==> config.mk <==
export PLATFORM = sky130hd
export DESIGN_NAME = radio_tx_cca_timer_event_flags
export DESIGN_NICKNAME = d
export VERILOG_FILES = /design/src/hw/evt_pkg.sv /design/src/hw/radio_tx_cca_timer_event_flags.sv /design/src/hw/gp_interval_timer.sv
export SDC_FILE = /design/constraint.sdc
export NUM_CORES = 1
export LEC_CHECK = 0
export ABC_AREA = 0
export BUFFER_PORTS_ARGS = -buffer_cell sky130_fd_sc_hd__clkbuf_2
export CORE_MARGIN = 1.5
export CORE_UTILIZATION = 60
export DETAILED_ROUTE_END_ITERATION = 16
export PLACE_DENSITY = 0.88
export SYNTH_ARGS = -nofsm -noshare
export SYNTH_HDL_FRONTEND = slang
export SYNTH_HIERARCHICAL = 1
export SYNTH_SLANG_ARGS = --single-unit
==> constraint.sdc <==
create_clock -name CLK -period 5.93 [get_ports CLK]
set_input_delay 0 -clock CLK [delete_from_list [all_inputs] [get_ports CLK]]
set_output_delay 0 -clock CLK [all_outputs]
set_load 0.05 [all_outputs]
==> src/hw/evt_pkg.sv <==
// evt_pkg: constants, register map and state types of the tx/cca/timer event flags.
// assumes one 250 MHz core clock; register indices are word indices on the bus.
package evt_pkg;
    // clock and timing
    localparam int CLK_NS = 4;
    localparam int WAKE_NS = 210000;
    localparam int WAKE_CYC = (WAKE_NS + CLK_NS - 1) / CLK_NS;
    localparam int AD_SLOW_NS = 17700;
    localparam int AD_SLOW_CYC = (AD_SLOW_NS + CLK_NS - 1) / CLK_NS;
    localparam int AD_FAST_NS = 16000;
    localparam int AD_FAST_CYC = (AD_FAST_NS + CLK_NS - 1) / CLK_NS;
    localparam int GT_CLK_NS = 1000;
    localparam int GT_CLK_CYC = (GT_CLK_NS + CLK_NS - 1) / CLK_NS;
    localparam logic [19:0] TAIL_BITS = 20'h00003;
    localparam logic [6:0] FIFO_DEPTH = 7'h40;
    localparam logic [15:0] TX_LEN_MAX = 16'h00FF;
    localparam logic [15:0] BIT_PERIOD_RST = 16'h09C4;
    // register indices, byte address is four times the index
    localparam logic [7:0] IDX_AD_SEL = 8'h08;
    localparam logic [7:0] IDX_RX_PIN = 8'h0C;
    localparam logic [7:0] IDX_GT_DIV = 8'h33;
    localparam logic [7:0] IDX_GT1 = 8'h34;
    localparam logic [7:0] IDX_GT2 = 8'h35;
    localparam logic [7:0] IDX_IDLE_HI = 8'h3B;
    localparam logic [7:0] IDX_IDLE_LO = 8'h3C;
    localparam logic [7:0] IDX_LEN_HI = 8'h7A;
    localparam logic [7:0] IDX_LEN_LO = 8'h7B;
    localparam logic [7:0] IDX_STATUS = 8'h80;
    localparam logic [7:0] IDX_MASK = 8'h81;
    localparam logic [7:0] IDX_COMMAND = 8'h82;
    localparam logic [7:0] IDX_CCA_CFG = 8'h83;
    localparam logic [7:0] IDX_CCA_RESULT = 8'h84;
    localparam logic [7:0] IDX_BIT_PERIOD = 8'h85;
    localparam logic [7:0] IDX_FIFO_DATA = 8'h86;
    // event bit positions
    localparam int EV_SYNC_ERR = 15;
    localparam int EV_TX_DONE = 16;
    localparam int EV_TX_ACCEPT = 17;
    localparam int EV_CCA_DONE = 18;
    localparam int EV_LEN_ERR = 19;
    localparam int EV_FIFO_ERR = 20;
    localparam int EV_RSVD = 21;
    localparam int EV_GT1 = 22;
    localparam logic [23:0] EV_VALID = 24'hDF8000;
    // field positions and codes
    localparam int PIN_SEL_LO = 6;
    localparam logic [1:0] PIN_SEL_A = 2'h0;
    localparam logic [1:0] PIN_SEL_B = 2'h3;
    localparam int CMD_TX_ON = 0;
    localparam int CMD_CCA_START = 1;
    localparam int CMD_GT_START = 2;
    localparam int CCA_MODE_BIT = 8;
    localparam logic [1:0] RESP_OKAY = 2'h0;
    localparam logic [1:0] RESP_SLVERR = 2'h2;

    typedef enum logic [1:0] {TX_IDLE = 2'b00, TX_WAKE = 2'b01, TX_BITS = 2'b10} tx_phase_type;
    typedef enum logic [1:0] {CCA_IDLE = 2'b00, CCA_AVG = 2'b01, CCA_WAIT = 2'b10} cca_phase_type;

    typedef struct packed {
        logic run;
        logic [7:0] cnt;
        logic done;
    } gpt_state_type;

    typedef struct packed {
        logic awready, wready, bvalid, arready, rvalid, irq;
        logic [1:0] bresp, rresp;
        logic [31:0] rdata, wdata;
        logic aw_got, w_got;
        logic [7:0] aw_idx;
        logic [3:0] wstrb;
        logic [7:0] rx_pin, ad_sel, gt_div, gt1_int, gt2_int, cca_avg;
        logic cca_mode, cca_result, pkt_full;
        logic [15:0] idle_wait, tx_len, bit_period, wr_count, bit_div, cca_cnt;
        logic [23:0] status, mask;
        logic [6:0] fifo_level;
        tx_phase_type tx_ph;
        logic [19:0] tx_cnt;
        cca_phase_type cca_ph;
        logic [12:0] ad_div;
        logic [7:0] gt_base, gt_pre;
    } evt_state_type;
endpackage : evt_pkg

==> src/hw/radio_tx_cca_timer_event_flags.sv <==
// radio_tx_cca_timer_event_flags: event flags 15..23 of the transceiver with their timing,
// an axi4-lite register slave, sticky status, mask and one level interrupt.
// assumes RX_SYNC_LOST and CCA_BUSY come from logic on CLK; AWADDR/ARADDR are byte addresses.
//
// Decided for this implementation: the AXI4-Lite interface to the registers.
module radio_tx_cca_timer_event_flags
    import evt_pkg::*;
#(
    parameter int WAKE_CYCLES = WAKE_CYC,
    parameter int AD_SLOW_CYCLES = AD_SLOW_CYC
) (
    input wire logic CLK,
    input wire logic ARST_N,
    input wire logic [9:0] AWADDR,
    input wire logic AWVALID,
    output logic AWREADY,
    input wire logic [31:0] WDATA,
    input wire logic [3:0] WSTRB,
    input wire logic WVALID,
    output logic WREADY,
    output logic [1:0] BRESP,
    output logic BVALID,
    input wire logic BREADY,
    input wire logic [9:0] ARADDR,
    input wire logic ARVALID,
    output logic ARREADY,
    output logic [31:0] RDATA,
    output logic [1:0] RRESP,
    output logic RVALID,
    input wire logic RREADY,
    input wire logic RX_SYNC_LOST,
    input wire logic CCA_BUSY,
    output logic IRQ
);
    evt_state_type st, next_st;
    logic [23:0] ev, clr;
    logic [31:0] bm, rd;
    logic [15:0] bp, new_len;
    logic [12:0] ad_lim;
    logic [19:0] tx_total;
    logic [7:0] dv;
    logic do_wr, wr_ok, rd_ok, inc, dec, fifo_wr, len_wr, tx_on, cca_go;
    logic bit_tick, ad_tick, base_tick, gt_tick, pull, judge;
    logic [1:0] gt_start, gt_done;

    // whole next state: bus slave, registers, tx sequencer, cca sequencer, flags
    always_comb begin
        next_st = st;
        ev = '0;
        clr = '0;
        rd = '0;
        rd_ok = 1'b1;
        wr_ok = 1'b1;
        inc = 1'b0;
        dec = 1'b0;
        fifo_wr = 1'b0;
        len_wr = 1'b0;
        tx_on = 1'b0;
        cca_go = 1'b0;
        gt_start = 2'b00;
        bm = {{8{st.wstrb[3]}}, {8{st.wstrb[2]}}, {8{st.wstrb[1]}}, {8{st.wstrb[0]}}};
        new_len = {st.tx_len[15:8], st.wdata[7:0]};
        bp = (st.bit_period == 16'h0000) ? 16'h0001 : st.bit_period;
        ad_lim = st.ad_sel[0] ? 13'(AD_FAST_CYC) : 13'(AD_SLOW_CYCLES);
        dv = (st.gt_div == 8'h00) ? 8'h01 : st.gt_div;
        tx_total = {1'b0, st.tx_len, 3'b000} + TAIL_BITS;
        bit_tick = (st.tx_ph == TX_BITS) && (st.bit_div >= bp - 16'h0001);
        ad_tick = (st.cca_ph != CCA_IDLE) && (st.ad_div >= ad_lim - 13'h0001);
        base_tick = (st.gt_base >= 8'(GT_CLK_CYC - 1));
        gt_tick = base_tick && (st.gt_pre >= dv - 8'h01);
        pull = bit_tick && (st.tx_cnt[2:0] == 3'b000) && (st.tx_cnt < {1'b0, st.tx_len, 3'b000});
        judge = (st.cca_ph == CCA_AVG) && ad_tick
            && ({8'h00, st.cca_avg} <= st.cca_cnt + 16'h0001);
        do_wr = st.aw_got && st.w_got && !st.bvalid;

        // write address and data are taken independently
        if (AWVALID && st.awready) begin
            next_st.aw_got = 1'b1;
            next_st.aw_idx = AWADDR[9:2];
            next_st.awready = 1'b0;
        end
        if (WVALID && st.wready) begin
            next_st.w_got = 1'b1;
            next_st.wdata = WDATA;
            next_st.wstrb = WSTRB;
            next_st.wready = 1'b0;
        end
        if (st.bvalid && BREADY) begin
            next_st.bvalid = 1'b0;
            next_st.awready = 1'b1;
            next_st.wready = 1'b1;
        end

        // register write decode
        if (do_wr) begin
            next_st.aw_got = 1'b0;
            next_st.w_got = 1'b0;
            next_st.bvalid = 1'b1;
            case (st.aw_idx)
                IDX_AD_SEL: if (st.wstrb[0]) next_st.ad_sel = st.wdata[7:0];
                IDX_RX_PIN: if (st.wstrb[0]) next_st.rx_pin = st.wdata[7:0];
                IDX_GT_DIV: if (st.wstrb[0]) next_st.gt_div = st.wdata[7:0];
                IDX_GT1: if (st.wstrb[0]) next_st.gt1_int = st.wdata[7:0];
                IDX_GT2: if (st.wstrb[0]) next_st.gt2_int = st.wdata[7:0];
                IDX_IDLE_HI: if (st.wstrb[0]) next_st.idle_wait[15:8] = st.wdata[7:0];
                IDX_IDLE_LO: if (st.wstrb[0]) next_st.idle_wait[7:0] = st.wdata[7:0];
                IDX_LEN_HI: if (st.wstrb[0]) next_st.tx_len[15:8] = st.wdata[7:0];
                IDX_LEN_LO: begin
                    if (st.wstrb[0]) begin
                        len_wr = 1'b1;
                        next_st.tx_len = new_len;
                        // zero or oversize length is still stored, but raises the length error flag
                        ev[EV_LEN_ERR] = (new_len == 16'h0000) || (new_len > TX_LEN_MAX);
                    end
                end
                IDX_STATUS: clr = st.wdata[23:0] & bm[23:0];
                IDX_MASK: next_st.mask = (st.mask & ~bm[23:0]) | (st.wdata[23:0] & bm[23:0]);
                IDX_COMMAND: begin
                    if (st.wstrb[0]) begin
                        tx_on = st.wdata[CMD_TX_ON];
                        cca_go = st.wdata[CMD_CCA_START];
                        gt_start = st.wdata[CMD_GT_START +: 2];
                    end
                end
                IDX_CCA_CFG: begin
                    if (st.wstrb[0]) next_st.cca_avg = st.wdata[7:0];
                    if (st.wstrb[1]) next_st.cca_mode = st.wdata[CCA_MODE_BIT];
                end
                IDX_CCA_RESULT: wr_ok = 1'b1; // read only, write ignored
                IDX_BIT_PERIOD: begin
                    next_st.bit_period = (st.bit_period & ~bm[15:0]) | (st.wdata[15:0] & bm[15:0]);
                end
                IDX_FIFO_DATA: fifo_wr = st.wstrb[0];
                default: wr_ok = 1'b0;
            endcase
            next_st.bresp = wr_ok ? RESP_OKAY : RESP_SLVERR;
        end

        // host fifo write: refused when a packet waits or the fifo is full
        if (fifo_wr) begin
            if (st.pkt_full) begin
                ev[EV_FIFO_ERR] = 1'b1;
            end else if (st.fifo_level == FIFO_DEPTH) begin
                ev[EV_FIFO_ERR] = 1'b1;
            end else begin
                inc = 1'b1;
                next_st.wr_count = st.wr_count + 16'h0001;
                if (st.wr_count + 16'h0001 == st.tx_len) begin
                    ev[EV_TX_ACCEPT] = 1'b1;
                    next_st.pkt_full = 1'b1;
                end
            end
        end

        // register read mux
        case (ARADDR[9:2])
            IDX_AD_SEL: rd = {24'h000000, st.ad_sel};
            IDX_RX_PIN: rd = {24'h000000, st.rx_pin};
            IDX_GT_DIV: rd = {24'h000000, st.gt_div};
            IDX_GT1: rd = {24'h000000, st.gt1_int};
            IDX_GT2: rd = {24'h000000, st.gt2_int};
            IDX_IDLE_HI: rd = {24'h000000, st.idle_wait[15:8]};
            IDX_IDLE_LO: rd = {24'h000000, st.idle_wait[7:0]};
            IDX_LEN_HI: rd = {24'h000000, st.tx_len[15:8]};
            IDX_LEN_LO: rd = {24'h000000, st.tx_len[7:0]};
            IDX_STATUS: rd = {8'h00, st.status};
            IDX_MASK: rd = {8'h00, st.mask};
            IDX_COMMAND: rd = {24'h000000, 6'h00, st.cca_ph != CCA_IDLE, st.tx_ph != TX_IDLE};
            IDX_CCA_CFG: rd = {23'h000000, st.cca_mode, st.cca_avg};
            IDX_CCA_RESULT: rd = {31'h00000000, st.cca_result};
            IDX_BIT_PERIOD: rd = {16'h0000, st.bit_period};
            IDX_FIFO_DATA: rd = {25'h0000000, st.fifo_level};
            default: rd_ok = 1'b0;
        endcase
        if (ARVALID && st.arready) begin
            next_st.arready = 1'b0;
            next_st.rvalid = 1'b1;
            next_st.rdata = rd;
            next_st.rresp = rd_ok ? RESP_OKAY : RESP_SLVERR;
        end
        if (st.rvalid && RREADY) begin
            next_st.rvalid = 1'b0;
            next_st.arready = 1'b1;
        end

        // tx sequencer: wake-up, then data bits plus tail, pulling a byte per 8 bits
        unique case (st.tx_ph)
            TX_IDLE: begin
                if (tx_on) begin
                    next_st.tx_ph = TX_WAKE;
                    next_st.tx_cnt = 20'h00000;
                end
            end
            TX_WAKE: begin
                next_st.tx_cnt = st.tx_cnt + 20'h00001;
                if (st.tx_cnt >= 20'(WAKE_CYCLES - 1)) begin
                    next_st.tx_ph = TX_BITS;
                    next_st.tx_cnt = 20'h00000;
                    next_st.bit_div = 16'h0000;
                end
            end
            TX_BITS: begin
                next_st.bit_div = st.bit_div + 16'h0001;
                if (bit_tick) begin
                    next_st.bit_div = 16'h0000;
                    next_st.tx_cnt = st.tx_cnt + 20'h00001;
                    if (pull) begin
                        if (st.fifo_level == 7'h00) begin
                            ev[EV_FIFO_ERR] = 1'b1;
                        end else begin
                            dec = 1'b1;
                        end
                    end
                    if (st.tx_cnt >= tx_total - 20'h00001) begin
                        ev[EV_TX_DONE] = 1'b1;
                        next_st.tx_ph = TX_IDLE;
                        next_st.pkt_full = 1'b0;
                        next_st.wr_count = 16'h0000;
                    end
                end
            end
            default: next_st.tx_ph = TX_IDLE;
        endcase
        next_st.fifo_level = st.fifo_level + {6'h00, inc} - {6'h00, dec};

        // clearing the cca flag drops its result; a new result below still wins
        if (clr[EV_CCA_DONE]) next_st.cca_result = 1'b0;

        // cca sequencer counting ad conversions
        unique case (st.cca_ph)
            CCA_IDLE: begin
                if (cca_go) begin
                    next_st.cca_ph = CCA_AVG;
                    next_st.cca_cnt = 16'h0000;
                    next_st.ad_div = 13'h0000;
                end
            end
            CCA_AVG, CCA_WAIT: begin
                next_st.ad_div = ad_tick ? 13'h0000 : st.ad_div + 13'h0001;
                if (ad_tick) next_st.cca_cnt = st.cca_cnt + 16'h0001;
                if (judge) begin
                    next_st.cca_result = CCA_BUSY;
                    if ((st.cca_mode && CCA_BUSY) || st.idle_wait == 16'h0000) begin
                        ev[EV_CCA_DONE] = 1'b1;
                        next_st.cca_ph = CCA_IDLE;
                    end else begin
                        next_st.cca_ph = CCA_WAIT;
                        next_st.cca_cnt = 16'h0000;
                    end
                end else if (st.cca_ph == CCA_WAIT && ad_tick
                        && st.idle_wait <= st.cca_cnt + 16'h0001) begin
                    ev[EV_CCA_DONE] = 1'b1;
                    next_st.cca_ph = CCA_IDLE;
                end
            end
            default: next_st.cca_ph = CCA_IDLE;
        endcase

        // shared timer prescaler
        next_st.gt_base = base_tick ? 8'h00 : st.gt_base + 8'h01;
        if (base_tick) next_st.gt_pre = gt_tick ? 8'h00 : st.gt_pre + 8'h01;

        // sync loss and timer events
        ev[EV_SYNC_ERR] = RX_SYNC_LOST && (st.rx_pin[PIN_SEL_LO +: 2] == PIN_SEL_A
            || st.rx_pin[PIN_SEL_LO +: 2] == PIN_SEL_B);
        ev[EV_GT1 +: 2] = gt_done;

        // sticky flags, set wins over clear, masked causes still recorded
        next_st.status = ((st.status & ~clr) | ev) & EV_VALID;
        next_st.irq = |(next_st.status & next_st.mask);
    end

    // state register
    always_ff @(posedge CLK or negedge ARST_N) begin
        if (!ARST_N) begin
            st <= '0;
            st.awready <= 1'b1;
            st.wready <= 1'b1;
            st.arready <= 1'b1;
            st.bit_period <= BIT_PERIOD_RST;
        end else begin
            st <= next_st;
        end
    end

    // two general-purpose timers on the shared prescaler
    genvar gi;
    generate
        for (gi = 0; gi < 2; gi++) begin : g_timer
            gp_interval_timer u_timer (
                .clk(CLK),
                .arst_n(ARST_N),
                .start(gt_start[gi]),
                .tick(gt_tick),
                .interval(gi == 0 ? st.gt1_int : st.gt2_int),
                .done(gt_done[gi])
            );
        end
    endgenerate

    // outputs straight from the state register
    assign AWREADY = st.awready;
    assign WREADY = st.wready;
    assign BVALID = st.bvalid;
    assign BRESP = st.bresp;
    assign ARREADY = st.arready;
    assign RVALID = st.rvalid;
    assign RDATA = st.rdata;
    assign RRESP = st.rresp;
    assign IRQ = st.irq;
endmodule : radio_tx_cca_timer_event_flags

==> src/hw/gp_interval_timer.sv <==
// gp_interval_timer: one general-purpose interval timer counting prescaled ticks.
// assumes tick is a one-cycle enable from the shared divider in the same clock domain.
module gp_interval_timer
    import evt_pkg::*;
(
    input wire logic clk,
    input wire logic arst_n,
    input wire logic start,
    input wire logic tick,
    input wire logic [7:0] interval,
    output logic done
);
    gpt_state_type st, next_st;
    logic reached;

    // count ticks from start until the interval is reached
    always_comb begin
        next_st = st;
        next_st.done = 1'b0;
        reached = ({1'b0, st.cnt} + 9'h001) >= {1'b0, interval};
        if (start) begin
            next_st.run = 1'b1;
            next_st.cnt = 8'h00;
        end else if (st.run && tick) begin
            if (reached) begin
                next_st.run = 1'b0;
                next_st.done = 1'b1;
            end else begin
                next_st.cnt = st.cnt + 8'h01;
            end
        end
    end

    // state register
    always_ff @(posedge clk or negedge arst_n) begin
        if (!arst_n) begin
            st <= '0;
        end else begin
            st <= next_st;
        end
    end

    assign done = st.done;
endmodule : gp_interval_timer

==> results.md, run 1 <==
- Normalized max-slew margin: 20.5%
- Fin. max-slew vios: 0
- Setup violations, final: 0
- Yosys top cell by area: dfrtp_1
- Compound-Gate Fraction of Synth Area: 13.2%
- CTS clk-pin slew, worst paths: 0.06 ns
- Mapped cell area: 19,300 um2
- Input/output buffers: 83
- Worst path arrival time: 6.06 ns
- Async set or reset register ratio after synthesis: 100%
- Worst vdd ir: 0.367 mV
- Xor-xnor portion of the synthesized cell area: 4.95%
- Largest net degree at the start of global routing: 195
- LEAKAGE: 9.99 nW
- Mapped Avg Cell Area: 9.98 um2
- Vias in the first global route: 16.3k
- Final setup margin: 0.327 ns
- Ratio of cells with drive above 1 in the final layout: 17.5%
- Worst path depth: 26
- Fmax: 178 MHz
- Sequential share of the synthesized area: 42.6%
- Clock Skew: 0.0263 ns
- Status: finished, final reports clean
- DP HPWL: 35,700 um
- Synth area leaders: dfrtp_1 (42%), mux2_2 (8.7%), ha_1 (8.0%), o21ai_0 (3.7%), nand2_1 (3.0%)
- Worst-skew pair later-pin latency: 0.54 ns
- Antenna violations before repair: 1
- Synth Area in Adders: 8.09%
- Pre-CTS setup slack: 0.0943 ns
- Die Y: 182 um
- Minimum clock period: 5.60 ns
- Req. time, crit path: 6.39 ns
- Placed Cells: 2,346
- Startpoint Class: flop
- Synth cell types: 85
- Post-Synth Simple-Gate Area: 16.8%
- Worst Max-Slew Pin Slew: 1.19 ns
- Number of max-cap violations: 0
- Post-synth EDFFs: 0
- DR vias: 16.1k
- Routed wire length: 52,600 um
- Worst min-delay path class: in -> async
- Top FF cell, synth: dfrtp_1
- Clk buf depth: 3
- Total iterations of the first detailed-routing run: 7
- Mux contribution to synthesized area: 9.86%
- Seq cells post-synth: 328
- IO Count: 107
- DR iter-0 viols: 1,745
- Placed inst area: 19,900 um2
- Row count: 65
- Die area: 33,200 um2
- Gr usage total: 32.0%
- Die Wd: 182 um
- Syn-to-layout area delta: 11.8%
- GRT overflow: 0
- Reg2reg path depth: 26
- Largest family of logic cells by synthesized area: simple AND/OR/NAND/NOR gates
- Initial core utilization: 61.1%
- CP Class: reg -> reg
- H-tree depth: 2
- Critical path endpoint category: flop
- Delay-heaviest family, CP: simple AND/OR/NAND/NOR gates
- Post-layout util: 68.3%
- Period utilization: 94.5%
- CP max FO: 5
- Gpl congestion: 0.986
- Post-route cell area: 21,500 um2
- Root Driver: clkbuf_16
- YS warnings: 6
- CP max stage delay: 0.58 ns
- Net count, final: 2,218
- Final Non-Filler Cells: 2,459
- Core Box Area: 31,600 um2
- Filler instances: 2,166
- WL/cell: 21.4 um
- First-pass GRT wire length: 84,900 um
- Final hold violations: 0
- Synth top area share: 41.5%
- Power per cell area: 324 nW/um2
- Total CTS buffers: 37
- Total power: 6.98 mW
- Post-route antenna net violation count: 0
- CTS sink cnt: 328
- Vias per std cell: 6.55
- Cells after synthesis: 1,932
- Residual DRC: 0
- TritonCTS clock tree: built
- WP buf/inv: 1
- Slowest CP cell: or4_4
[cell usage after synthesis (7+ instances only)]
cell and n:
dfrtp_1 320, nand2_1 153, mux2_2 149, o21ai_0 143, nor2_1 133, ha_1 123
inv_1 79, xnor2_1 63, nand3_1 62, a21oi_1 58, clkbuf_1 56, xor2_1 46
nor3_1 37, buf_4 36, nor4_1 35, and3_1 34, nand2b_1 34, a21o_1 29
nand4_1 24, nor2b_1 22, a22oi_1 21, o31ai_1 20, or3_1 20, a221oi_1 17
a22o_1 17, and2_1 14, mux2i_1 14, a31oi_1 12, or4_1 12, and4_1 8
dfstp_2 8, a222oi_1 7
[layout by cell type (no fill, tap or decap), drive strengths merged, types with 17 or more instances in the layout]
master	count
dfrtp	320
nor4	37
nor2b	22
nor2	135
xor2	46
a21o	29
mux2	156
and3	36
o21ai	147
ha	123
a22oi	21
a221oi	19
buf	24
inv	81
a22o	17
o31ai	20
nand2b	34
a21oi	58
or3	20
nand4	24
dlygate4sd3	45
clkbuf	133
xnor2	63
nand3	63
nand2	153
nor3	38
[power breakdown]
group / internal [mW] / switching (mW)
Clock: 1.28 / 0.969
Combinational: 0.756 / 1.10
Sequential: 2.48 / 0.396
Total: 4.52 / 2.46
[worst paths after layout]
kind	from	end	slack (ns)
max	flop	st[59]	0.33
min	ARST_N	st[48]	0.007
max reg2reg	flop	st[59]	0.33
min reg2reg	RDATA[2]	RDATA[2]	0.48
max in group asynchronous	ARST_N	BRESP[1]	4.48
min in group CLK	BREADY	BVALID	0.21
[per-layer routing]
metal / routed length, um / vias up / share of wire (%) / track usage [%]
met2: 24500 / 894 / 47 / 52.1
met3: 4770 / 227 / 9.1 / 6.86
met4: 2860 / 0 / 5.4 / 16.8
met5: 0 / - / 0 / 0
met1: 20500 / 7831 / 39 / 40.2
li1: - / 7162 / - / -
[state kept, by name (all words and copies together), names as in the netlist, named ones only]
register and flops:
WREADY 1, RRESP 1, st 225, bm 3, g_timer.u_timer/done 2, AWREADY 1, ARREADY 1, BRESP 1
RDATA 24, IRQ 1, BVALID 1, RVALID 1, new_len 16, g_timer.u_timer/st 18
[logic make-up after synthesis]
| logic type | after synthesis |
|---|---|
| DFF | 328 |
| and+or+nand+nor | 629 |
| adders and majority gates | 124 |
| muxes | 170 |
| other | 1 |
| buffers and inverters | 181 |
| AOI/OAI and AO/OA | 390 |
| xor gates and xnor gates | 109 |
[final cells by class]
type                            count  area (um2)  share of cell area [%]
Sequential cell                   328        8220                    38.1
Antenna cell                        1        2.50                  0.0116
Clock inverter                     15         103                   0.476
Inverter                           79         297                    1.38
Multi-Input combinational cell   1432       10300                    47.7
Clock buffer                       51        1080                    5.02
Timing Repair Buffer              151        1060                    4.92
Tap cell                          402         503                    2.33
[per-stage QoR]
step	hold WS [ns]	TNS [ns]
floorplan	-0.296	0
global placement	-0.00685	0
detailed placement	0.000668	0
CTS	0.0285	0
global route	0.0593	-0.00759
finish	0.00726	0
[timing repair]
item / in CTS / in global routing
resized for setup: 0 / 7
hold buffers: 45 / 0
hold endpoints to repair: 108 / 0
buffers inserted: 0 / 1
setup endpoints to repair: 0 / 4
Note: power is estimated with default switching activity, not from simulation.
==> inputs of run 2 (changes only) <==
Settings changed: CORE_UTILIZATION 60 to 62, PLACE_DENSITY 0.88 to 0.9.
==> run 2 against run 1 <==
  * Cell area grew 0.49%
  * Core utilization is 2.5 points higher
  * Worst hold slack better by 0.088 ns
  * Wire length is 1.9% higher
  * Maximum frequency is 2.1% lower
  * Highest routed layer is now met5
==> results.md, run 2 (synthesized netlist as in run 1, its figures left out) <==
- Status: finished, final reports clean
- Final setup TNS: 0 ns (unchanged)
- Final Non-Filler Cells: 2,455 (-0.16%)
- Commonest non-fill, non-tap cell in the layout: dfrtp_1
- CP Class: reg -> reg
- Gpl congestion: 0.961 (-2.6%)
- Core Box Area: 30,600 um2 (-3.1%)
- Fmax: 175 MHz (-2.1%)
- IO Count: 107 (unchanged)
- Worst min-delay path class: in -> async
- Grt met3 use: 9.32% (+2.5 points)
- DR iter-0 viols: 1,750 (+0.29%)
- CTS clk-pin slew, worst paths: 0.06 ns (about the same)
- Critical path endpoint category: flop
- Number of max-cap violations: 0 (unchanged)
- Worst vdd ir: 0.323 mV (-12%)
- Die Y: 179 um (-1.6%)
- Clk buf depth: 3 (unchanged)
- CP max stage delay: 0.58 ns (about the same)
- Gr usage total: 33.3% (+1.3 points)
- CP max FO: 5 (unchanged)
- Root Driver: clkbuf_16
- Reg with most FFs: st
- Placed Cells: 2,338 (-0.34%)
- Reg area: 8220 um2 (unchanged)
- Routed wire length: 53,600 um (+1.9%)
- Total iterations of the first detailed-routing run: 6 (-1)
- Req. time, crit path: 6.37 ns (-0.02 ns)
- Startpoint Class: flop
- LEAKAGE: 10.0 nW (+0.52%)
- Period utilization: 96.5% (+2.0 points)
- Row count: 64 (-1.5%)
- Total CTS buffers: 36 (-2.7%)
- Setup violations, final: 0 (unchanged)
- DR vias: 16.2k (+0.61%)
- TritonCTS clock tree: built
- Post-layout util: 70.8% (+2.5 points)
- Total power: 7.19 mW (+3.1%)
- Worst path arrival time: 6.17 ns (+0.11 ns)
- Net count, final: 2,216 (-0.090%)
- WL/cell: 21.8 um (+2.1%)
- Initial core utilization: 63.0% (+1.9 points)
- Global routing's busiest layer: met2
- Antenna violations before repair: 5 (+4)
- Die Wd: 179 um (-1.6%)
- First-pass GRT wire length: 83,500 um (-1.7%)
- WP buf/inv: 1 (unchanged)
- Syn-to-layout area delta: 12.3%
- Clock Skew: 0.0263 ns (+0.0000196 ns)
- Final setup margin: 0.206 ns (-0.121 ns)
- Worst Max-Slew Pin Slew: 1.38 ns (+0.188 ns)
- Most frequent cells in the layout: dfrtp_1 (320), nand2_1 (153), mux2_2 (149)
- Post-route cell area: 21,700 um2 (+0.49%)
- Worst-skew pair later-pin latency: 0.54 ns (about the same)
- Ratio of cells with drive above 1 in the final layout: 17.5% (about the same)
- Largest net degree at the start of global routing: 156 (-20%)
- Max FFs per register: 225 (unchanged)
- Pre-CTS setup slack: 0.0406 ns (-0.0537 ns)
- GRT overflow: 0 (unchanged)
- Vias in the first global route: 16.0k (-2.1%)
- Fin. max-slew vios: 0 (unchanged)
- Post-route antenna net violation count: 0 (unchanged)
- DP HPWL: 35,600 um (-0.15%)
- Vias per std cell: 6.60 (+0.77%)
- Die area: 32,200 um2 (-3.2%)
- Minimum clock period: 5.72 ns (+0.121 ns)
- Hold Slack: 0.0951 ns (+0.0878 ns)
- Residual DRC: 0 (unchanged)
- Delay-heaviest family, CP: simple AND/OR/NAND/NOR gates
- H-tree depth: 2 (unchanged)
- CTS sink cnt: 328 (unchanged)
- GR Layer Usage met1: 40.4% (+0.19 points)
- Final hold violations: 0 (unchanged)
- Normalized max-slew margin: 7.94% (-13 points)
- Placed inst area: 19,900 um2 (-0.11%)
- Input/output buffers: 83 (unchanged)
- Global Route met2 Usage: 54.3% (+2.2 points)
- Slowest CP cell: or4_4
- Multi-input logic area: 10,300 um2 (about the same)
- Power per cell area: 332 nW/um2 (+2.6%)
- Filler instances: 1,981 (-8.5%)
## run 2: path summary, 6_finish.rpt
| check | slack, ns | startpoint | cells past startpoint | end |
|---|---|---|---|---|
| worst min register to register | 0.47 | RDATA[7] | 1 | RDATA[7] |
| min in group CLK | 0.21 | RREADY | 3 | RVALID |
| worst max register to register | 0.21 | flop | 26 | st[59] |
| worst max-delay path | 0.21 | flop | 26 | st[59] |
| max in group asynchronous | 4.32 | ARST_N | 3 | st[179] |
| worst min-delay path | 0.1 | ARST_N | 2 | st[45] |
## run 2: cell type report
type	instances	share of cell area, %
multi-input cells	1432	47.5
flip-flops and latches	328	37.9
repair buffers	150	4.88
clock buffers	47	4.73
well taps	396	2.29
inverters	79	1.37
clock inverters	18	1.20
diodes	5	0.0578
## run 2: per-layer routing
metal	wire length (um)	part of all wire, %
met1	20400	38
met2	25200	47
met4	2750	5.1
met3	5290	9.9
met5	13	0.024
## run 2: what timing repair did
action | CTS | global route
endpoints found under the setup margin | 1 | 3
pin swaps | 0 | 1
setup buffers | 0 | 1
endpoints found under the hold margin | 138 | 0
hold buffers | 46 | 0
gates resized for setup | 2 | 8
## run 2: report_power, final
part / switching, mW / internal, mW
Sequential: 0.392 / 2.48
Clock: 0.964 / 1.49
Combinational: 1.12 / 0.757
Total: 2.47 / 4.72
